===== src/logic/system_config_defines.svh =====
// Constants for the system configuration register bank.
// Assumes one bus clock domain and a debug link that tags its own writes.
//
// How it works
// - Force-reset register accepts writes only from background debug commands, never the program.
// - Reading the force-reset register always returns zero.
// - Debug write of 1 to force-reset bit 0 requests a full reset.
// - Options register is always readable; bits 3 and 2 read as zero.
// - Options register takes only the first write after each reset.
// - Watchdog enable bit 7 resets to 1; 1 enables, 0 disables.
// - Timeout select bit 6 resets to 1; 0 gives 2^13, 1 gives 2^18 cycles.
// - Halt permission bit 5 resets to 0; writing 1 permits halt mode.
// - Halt attempt while not permitted forces an illegal-opcode reset, unless a debug force-reset write comes in the same cycle.
// - Pin enable bit 1 set gives debug pin function; clear gives output-only port.
// - Every reset returns the shared pin to its debug function, bit reads 1.
// - Read-only 12-bit part number: high holds bits 11:8, low holds 7:0.
// - Part number is a fixed constant; writes ignored, reset leaves it unchanged.
// - A debug-forced reset records no reset cause in the status register.
`ifndef SYSTEM_CONFIG_DEFINES_SVH
`define SYSTEM_CONFIG_DEFINES_SVH

// ----------------------------------------------------------------
// Register selectors
// ----------------------------------------------------------------
`define SEL_FORCE_RESET 2'h0
`define SEL_OPTIONS 2'h1
`define SEL_PART_HIGH 2'h2
`define SEL_PART_LOW 2'h3

// ----------------------------------------------------------------
// Field positions and values
// ----------------------------------------------------------------
`define FORCE_RESET_BIT 0
`define WDOG_ENABLE_BIT 7
`define WDOG_LONG_BIT 6
`define HALT_ALLOW_BIT 5
`define PIN_ENABLE_BIT 1
`define OPTIONS_RESET 8'hC2
`define OPTIONS_IMPL_MASK 8'hE2
`define READ_ZERO 8'h00
`define PART_HIGH_PAD 4'h0
// Part number value is arbitrary.
`define PART_NUMBER 12'h5A3
`define PART_HIGH_FIELD 11:8
`define PART_LOW_FIELD 7:0

`endif


===== src/logic/system_config_pkg.sv =====
// Types shared by the system configuration register bank.
// Assumes the constants header is included by the design file.
package system_config_pkg;

  // One register access from the processor or the debug link.
  typedef struct packed {
    logic rd;
    logic wr;
    logic from_debug;
    logic [1:0] sel;
    logic [7:0] wdata;
  } reg_req_t;

  // Shared-pin drive produced by the mux.
  typedef struct packed {
    logic level;
    logic oe;
  } pin_drive_t;

endpackage


===== src/logic/system_config_regs.sv =====
// System configuration registers: debug force reset, write-once options,
// and the read-only part number.
// Assumes reg requests arrive on mclk, one per cycle, with from_debug set
// by the background debug link for its own accesses.
`timescale 1ns/100ps
`include "system_config_defines.svh"

module system_config_regs #(
  parameter int unsigned WDOG_SHORT_CYCLES = 8192,
  parameter int unsigned WDOG_LONG_CYCLES = 262144
) (
  input wire logic mclk, // Bus clock, 200 MHz
  input wire logic rst, // Asynchronous reset, active high
  input wire system_config_pkg::reg_req_t req, // Register access
  output logic [7:0] rdata, // Read data
  output logic rvalid, // Read data valid pulse
  input wire logic stop_attempt, // Halt instruction executed pulse
  input wire system_config_pkg::pin_drive_t debug_drive, // Debug link drive
  input wire logic port_level, // Port data for output-only use
  input wire logic pin_in, // Shared pin level, asynchronous
  output system_config_pkg::pin_drive_t pin_drive, // Shared pin drive
  output logic debug_pin_level, // Synchronised shared pin level
  output logic watchdog_enable, // Watchdog running
  output logic [18:0] watchdog_period, // Watchdog timeout in cycles
  output logic halt_mode_allow, // Halt mode permitted
  output logic background_pin_enable, // Pin in debug function
  output logic options_locked, // Options already written
  output logic illegal_opcode_reset, // Illegal-opcode reset request pulse
  output logic mcu_reset_req, // Full reset request pulse
  output logic reset_quiet // Reset cause must not be recorded
);
  import system_config_pkg::*;

  // The part number is wired in; neither writes nor reset can reach it.
  localparam logic [11:0] PART_VALUE = `PART_NUMBER;

  // ----------------------------------------------------------------
  // Access decode
  // ----------------------------------------------------------------
  logic wr_force;
  logic wr_options;
  logic rd_any;
  logic [7:0] options;
  logic [7:0] next_options;
  logic [7:0] next_rdata;
  logic [1:0] last_sel;
  logic pin_meta;
  logic force_hit;

  assign wr_force = req.wr && req.from_debug && (req.sel == `SEL_FORCE_RESET);
  assign wr_options = req.wr && (req.sel == `SEL_OPTIONS) && !options_locked;
  assign rd_any = req.rd;
  assign force_hit = wr_force && req.wdata[`FORCE_RESET_BIT];

  // ----------------------------------------------------------------
  // Write-once options
  // ----------------------------------------------------------------
  // Only implemented bits are stored; the rest stay zero so the read
  // path needs no further masking.
  assign next_options = req.wdata & `OPTIONS_IMPL_MASK;

  always_ff @(posedge mclk or posedge rst) begin
    if (rst) begin
      options <= `OPTIONS_RESET;
    end else if (wr_options) begin
      options <= next_options;
    end
  end

  // The lock is the only guard against stray writes, so it ignores who
  // made the write and only reset can drop it.
  always_ff @(posedge mclk or posedge rst) begin
    if (rst) begin
      options_locked <= 1'b0;
    end else if (wr_options) begin
      options_locked <= 1'b1;
    end
  end

  // ----------------------------------------------------------------
  // Option outputs
  // ----------------------------------------------------------------
  always_ff @(posedge mclk or posedge rst) begin
    if (rst) begin
      watchdog_enable <= 1'b1;
      watchdog_period <= 19'(WDOG_LONG_CYCLES);
      halt_mode_allow <= 1'b0;
      background_pin_enable <= 1'b1;
    end else begin
      watchdog_enable <= options[`WDOG_ENABLE_BIT];
      watchdog_period <= options[`WDOG_LONG_BIT] ? 19'(WDOG_LONG_CYCLES) : 19'(WDOG_SHORT_CYCLES);
      halt_mode_allow <= options[`HALT_ALLOW_BIT];
      background_pin_enable <= options[`PIN_ENABLE_BIT];
    end
  end

  // ----------------------------------------------------------------
  // Reset requests
  // ----------------------------------------------------------------
  // The request lasts one cycle; the reset it causes clears it anyway.
  always_ff @(posedge mclk or posedge rst) begin
    if (rst) begin
      mcu_reset_req <= 1'b0;
      reset_quiet <= 1'b0;
    end else begin
      mcu_reset_req <= force_hit;
      reset_quiet <= force_hit;
    end
  end

  always_ff @(posedge mclk or posedge rst) begin
    if (rst) begin
      illegal_opcode_reset <= 1'b0;
    end else begin
      // A forced reset in the same cycle wins, so no illegal-opcode cause is left behind.
      illegal_opcode_reset <= stop_attempt && !options[`HALT_ALLOW_BIT] && !force_hit;
    end
  end

  // ----------------------------------------------------------------
  // Shared pin
  // ----------------------------------------------------------------
  // In port use the pin only drives, so the enable is held high.
  always_ff @(posedge mclk or posedge rst) begin
    if (rst) begin
      pin_drive <= '0;
    end else if (options[`PIN_ENABLE_BIT]) begin
      pin_drive <= debug_drive;
    end else begin
      pin_drive.level <= port_level;
      pin_drive.oe <= 1'b1;
    end
  end

  always_ff @(posedge mclk or posedge rst) begin
    if (rst) begin
      pin_meta <= 1'b0;
      debug_pin_level <= 1'b0;
    end else begin
      pin_meta <= pin_in;
      debug_pin_level <= pin_meta;
    end
  end

  // ----------------------------------------------------------------
  // Read path
  // ----------------------------------------------------------------
  always_comb begin
    next_rdata = `READ_ZERO;
    unique case (req.sel)
      `SEL_FORCE_RESET: next_rdata = `READ_ZERO;
      `SEL_OPTIONS: next_rdata = options;
      `SEL_PART_HIGH: next_rdata = {`PART_HIGH_PAD, PART_VALUE[`PART_HIGH_FIELD]};
      `SEL_PART_LOW: next_rdata = PART_VALUE[`PART_LOW_FIELD];
    endcase
  end

  always_ff @(posedge mclk or posedge rst) begin
    if (rst) begin
      rdata <= `READ_ZERO;
      rvalid <= 1'b0;
      last_sel <= `SEL_FORCE_RESET;
    end else begin
      rvalid <= rd_any;
      last_sel <= req.sel;
      if (rd_any) begin
        rdata <= next_rdata;
      end
    end
  end

  // ----------------------------------------------------------------
  // Checks
  // ----------------------------------------------------------------
  AST_CPU_FORCE_IGNORED: assert property (
    @(posedge mclk) disable iff (rst)
    (req.wr && !req.from_debug && req.sel == `SEL_FORCE_RESET) |=> !mcu_reset_req
  ) else $error("Program write to force-reset register caused a reset.");

  AST_FORCE_READ_ZERO: assert property (
    @(posedge mclk) disable iff (rst)
    (req.rd && req.sel == `SEL_FORCE_RESET) |=> (rvalid && rdata == `READ_ZERO)
  ) else $error("Force-reset register read was not zero.");

  AST_DEBUG_FORCE: assert property (
    @(posedge mclk) disable iff (rst)
    (req.wr && req.from_debug && req.sel == `SEL_FORCE_RESET && req.wdata[`FORCE_RESET_BIT])
      |=> (mcu_reset_req && reset_quiet)
  ) else $error("Debug force-reset write did not give a one-cycle reset.");

  AST_QUIET_ONLY_FORCED: assert property (
    @(posedge mclk) disable iff (rst)
    reset_quiet |-> mcu_reset_req && !illegal_opcode_reset
  ) else $error("Quiet reset flag without a forced reset.");

  AST_OPT_RESERVED: assert property (
    @(posedge mclk) disable iff (rst)
    (rvalid && last_sel == `SEL_OPTIONS) |-> rdata[3:2] == 2'b00
  ) else $error("Options reserved bits read non-zero.");

  AST_WRITE_ONCE: assert property (
    @(posedge mclk) disable iff (rst)
    (options_locked && req.wr && req.sel == `SEL_OPTIONS) |=> $stable(options)
  ) else $error("Options changed after the first write.");

  AST_LOCK_SET: assert property (
    @(posedge mclk) disable iff (rst)
    (req.wr && req.sel == `SEL_OPTIONS) |=> options_locked [*2]
  ) else $error("Options lock not set and held after a write.");

  AST_WDOG_PERIOD: assert property (
    @(posedge mclk) disable iff (rst)
    ##1 (watchdog_period == ($past(options[`WDOG_LONG_BIT]) ? 19'(WDOG_LONG_CYCLES) : 19'(WDOG_SHORT_CYCLES)))
  ) else $error("Watchdog period does not follow the select bit.");

  AST_ILLEGAL_HALT: assert property (
    @(posedge mclk) disable iff (rst)
    stop_attempt |=> (illegal_opcode_reset == (!halt_mode_allow && !mcu_reset_req))
  ) else $error("Halt attempt handled against the permission bit.");

  AST_PORT_PIN: assert property (
    @(posedge mclk) disable iff (rst)
    !options[`PIN_ENABLE_BIT] |=> (pin_drive.oe && pin_drive.level == $past(port_level))
  ) else $error("Port function not driving the shared pin.");

  AST_PART_NUMBER: assert property (
    @(posedge mclk) disable iff (rst)
    (req.rd && req.sel == `SEL_PART_LOW) ##1 (req.rd && req.sel == `SEL_PART_HIGH)
      |=> rdata == {`PART_HIGH_PAD, PART_VALUE[`PART_HIGH_FIELD]} && $past(rdata) == PART_VALUE[`PART_LOW_FIELD]
  ) else $error("Part number read back wrong.");

  // ----------------------------------------------------------------
  // Checks on pulses, lock and derived outputs
  // ----------------------------------------------------------------
  AST_FORCE_PULSE: assert property (
    @(posedge mclk) disable iff (rst)
    mcu_reset_req
      |-> $past(req.wr && req.from_debug && req.sel == `SEL_FORCE_RESET && req.wdata[`FORCE_RESET_BIT])
  ) else $error("Reset request without a debug write of one.");

  AST_FORCE_ZERO: assert property (
    @(posedge mclk) disable iff (rst)
    (req.wr && req.from_debug && req.sel == `SEL_FORCE_RESET && !req.wdata[`FORCE_RESET_BIT])
      |=> !mcu_reset_req
  ) else $error("Debug write of zero to the force-reset bit caused a reset.");

  AST_QUIET_WITH_FORCE: assert property (
    @(posedge mclk) disable iff (rst)
    mcu_reset_req |-> reset_quiet
  ) else $error("Forced reset without the quiet flag.");

  AST_LOCK_HOLDS: assert property (
    @(posedge mclk) disable iff (rst)
    options_locked |=> options_locked
  ) else $error("Options lock dropped without a reset.");

  AST_LOCK_NEEDS_WRITE: assert property (
    @(posedge mclk) disable iff (rst)
    (!options_locked && !(req.wr && req.sel == `SEL_OPTIONS)) |=> !options_locked
  ) else $error("Options lock set without a write.");

  AST_FIRST_WRITE: assert property (
    @(posedge mclk) disable iff (rst)
    (!options_locked && req.wr && req.sel == `SEL_OPTIONS)
      |=> (options == ($past(req.wdata) & `OPTIONS_IMPL_MASK))
  ) else $error("First options write not taken.");

  AST_OPT_UNIMPL: assert property (
    @(posedge mclk) disable iff (rst)
    (options & ~`OPTIONS_IMPL_MASK) == `READ_ZERO
  ) else $error("Unimplemented options bits hold a one.");

  AST_WDOG_ENABLE: assert property (
    @(posedge mclk) disable iff (rst)
    1'b1 |=> (watchdog_enable == $past(options[`WDOG_ENABLE_BIT]))
  ) else $error("Watchdog enable does not follow its bit.");

  AST_HALT_FOLLOWS: assert property (
    @(posedge mclk) disable iff (rst)
    1'b1 |=> (halt_mode_allow == $past(options[`HALT_ALLOW_BIT]))
  ) else $error("Halt permission does not follow its bit.");

  AST_PIN_ENABLE_FOLLOWS: assert property (
    @(posedge mclk) disable iff (rst)
    1'b1 |=> (background_pin_enable == $past(options[`PIN_ENABLE_BIT]))
  ) else $error("Pin enable does not follow its bit.");

  AST_DEBUG_PIN: assert property (
    @(posedge mclk) disable iff (rst)
    options[`PIN_ENABLE_BIT] |=> (pin_drive == $past(debug_drive))
  ) else $error("Debug function not passing the link drive to the pin.");

  AST_PART_HIGH: assert property (
    @(posedge mclk) disable iff (rst)
    (req.rd && req.sel == `SEL_PART_HIGH) |=> (rdata == {`PART_HIGH_PAD, PART_VALUE[`PART_HIGH_FIELD]})
  ) else $error("Part number high read wrong.");

  AST_PART_LOW: assert property (
    @(posedge mclk) disable iff (rst)
    (req.rd && req.sel == `SEL_PART_LOW) |=> (rdata == PART_VALUE[`PART_LOW_FIELD])
  ) else $error("Part number low read wrong.");

  AST_RVALID_PULSE: assert property (
    @(posedge mclk) disable iff (rst)
    rvalid |-> $past(req.rd)
  ) else $error("Read valid without a read request.");

endmodule // system_config_regs


===== config.mk =====
export PLATFORM = sky130hd
export DESIGN_NAME = system_config_regs
export DESIGN_NICKNAME = d
export VERILOG_FILES = /design/src/logic/system_config_pkg.sv /design/src/logic/system_config_regs.sv
export VERILOG_INCLUDE_DIRS = /design/src /design/src/logic
export SDC_FILE = /design/constraint.sdc
export NUM_CORES = 1
export LEC_CHECK = 0
export ABC_AREA = 1
export BUFFER_PORTS_ARGS = -buffer_cell sky130_fd_sc_hd__buf_2
export CORE_MARGIN = 4
export CORE_UTILIZATION = 38
export DETAILED_ROUTE_END_ITERATION = 16
export GPL_TIMING_DRIVEN = 0
export PLACE_DENSITY = 0.75
export SYNTH_ARGS = -nofsm -noshare
export SYNTH_HDL_FRONTEND = slang
export SYNTH_SLANG_ARGS = --single-unit

===== constraint.sdc =====
create_clock -name mclk -period 0.8 [get_ports mclk]
set_input_delay 0.04 -clock mclk [delete_from_list [all_inputs] [get_ports mclk]]
set_output_delay 0.04 -clock mclk [all_outputs]
set_load 0.01 [all_outputs]

==> reports/results.ini <==
[floorplanning]
die_h_um=58.5
die_area_um2=3430
floorplan.initialDensity_pct=39.6
die_w_um=58.5
core-area_um2=2450
num_rows=18
io_pins=58

[critical_path]
cp.arrival_ps=940
cp_max_fo=1
crit_cells=1
cpPeakStageDelay_ps=540
worstSetupEndpointType=output pin
cp_slowest_cell=dfstp_2
path_buf_inv=1
r2r_cells=4
start_kind=flop
path_cells=buf_6
critPathTopFamily=flip-flops
critical_path_class=reg2out
crit_required_ps=760

[cts]
numCtsBuffers=3
postCtsHoldBufs=16
h-tree-depth=1
clk_pin_slew_ps=110
cts_tree=yes
cts_max_path_buffers=2
clock_latency_ps=300
numClockSinks=23
cts_root_buffer=clkbuf_4

[global_routing]
grt-busiest-layer=met2
met2_usage_pct=21.9
grt_pass1_wl_um=3350
grtUsageTotal_pct=13.0
grt_overflow=0
met3_usage_pct=3.29
grt_pass1_vias=801
met1_usage_pct=14.5
antenna_found_initial=0
grt_max_degree=24

[timing]
finalSetupViolations=25
max_freq_ghz=1.02
period_minus_slack_ps=981
setup_tns_ps=-2170
rsz0062_at_grt=true
max_slew_margin_pct=45.8
hold_viol_final=17
final.period_utilization_pct=123
holdWs_ps=-126
final_max_slew_viol_count=0
finalWorstSetupSlack_ps=-181
skew_ps=3.74
tightest_slew_ps=813

[routing]
ant_nets=0
wl_um=2200
post_drt_wl_per_cell_um=10.7
drc=0
drtPass1Iterations=4
dr_total_vias=830
via_per_inst=4.03
drt_iter0_markers=17

[run]
max_cap_violations=0

[finish]
fillers=198
antennaDiodeCount=0
synthToLayoutAreaGrowth_pct=60.4
layout-drive-gt1-share_pct=47.2
fin_nets=197

[yosys]
synthArstFlopShare_pct=100
synth_mux_area_share_pct=0
synth-xor-area-share_pct=0
synth_top_family_by_area=buffers and inverters
synth_top_area_share_pct=43.8
synth_seq_area_share_pct=60.1
synthTopCellsByArea=dfrtp_1, dfstp_2, buf_4, nand2_1, inv_1
yosysUniqueCellTypes=14
yosysMostFrequentCell=buf_4
synth_edf_count=0
postSynthAreaPerCell_um2=10.1
synth_compound_area_share_pct=5.28
syn_area_um2=971
synth.ff_latch_count=23
yosysTopAreaCell=dfrtp_1
syn_inst=96
yosysWarnings=0
synthFlopType=dfrtp_1
synth_common_cells=buf_4, dfrtp_1, nand2_1, inv_1, o21ai_0
yosys.area_share.adder_pct=0
synthSimpleGateAreaFrac_pct=12.6

[pwr]
irDropWorstVdd_mv=1.00
power_density_nw_per_um2=1390
p_leak_nw=0.856
finalPower_w=0.00216

[outcome]
status=complete, but fails checks
failed_checks=negative hold slack, negative setup slack

[placement]
hpwl_um=1460
port_buffers=35
gp_congestion=0.802

[hold_path]
hold_path_class=in2async

## registers in the layout, summed over array words and instances, names as in the netlist, 2 cells and up
signal and flops:
pin_drive 2, watchdog_period 2, rdata 6, options 4
## metrics by stage
| stage | instances | utilization [%] | instance area, um2 | setup slack [ps] |
|---|---|---|---|---|
| floorplan | 114 | - | 1040 | -58.1 |
| global placement | 179 | 51.0 | 1250 | -64.6 |
| detailed placement | 179 | 51.0 | 1250 | -86.2 |
| CTS | 204 | 62.0 | 1520 | -196 |
| global route | 206 | 63.5 | 1560 | -229 |
| finish | 206 | 63.5 | 1560 | -181 |
## cells in the final DEF, fill, tap and decap left out, types with 3 or more instances in the layout
cell and count:
buf_4 24, o21ai_1 7, nand2_1 13, inv_1 14
buf_2 31, conb_1 19, clkbuf_4 3, buf_6 7
dfrtp_1 17, dlygate4sd3_1 16, dfstp_2 6, nand3_2 4
## path summary, 6_finish.rpt
check / start / end / slack, ps
hold reg to reg: pin_meta / debug_pin_level / 370
max in group asynchronous: rst / rdata[7] / 430
hold / removal: rst / illegal_opcode_reset / -130
min in group mclk: req[12] / rdata[2] / 30
setup / recovery: watchdog_enable / watchdog_enable / -180
setup reg to reg: options_locked / options[6] / -120
## power by group
| group | internal (W) | switching, W |
|---|---|---|
| combinational | 0.000216 | 0.000199 |
| clock | 0.000187 | 0.000319 |
| sequential | 0.00122 | 0.0000220 |
| total | 0.00162 | 0.000540 |
## final cells by class
type | instances | area [um2] | share of cell area [%]
sequential | 23 | 583 | 37.4
timing repair buffer | 58 | 420 | 27.0
multi-input combinational | 55 | 275 | 17.7
buffer | 20 | 154 | 9.88
inverter | 16 | 60.1 | 3.86
tap | 30 | 37.5 | 2.41
clock buffer | 3 | 22.5 | 1.45
clock inverter | 1 | 5.00 | 0.321
## per-layer routing
metal	wire length, um	share of wire (%)	vias to the layer above
li1	-	-	412
met1	852	39	372
met2	1080	49	39
met3	212	9.6	7
met4	52	2.4	0
met5	0	0	-
## logic make-up after synthesis
family                 count (synthesis)
AOI/OAI and AO/OA                     10
buffers and inverters                 36
DFF                                   23
other                                  1
and+or+nand+nor                       26
## timing repair
action                                  CTS  global route
pin swaps                                 8             4
buffers inserted                          5             2
gates cloned                              0             0
endpoints found under the setup margin   27            27
gates resized for setup                  13             7
hold endpoints to repair                 30            17
Power figures use the tool's default switching activity.
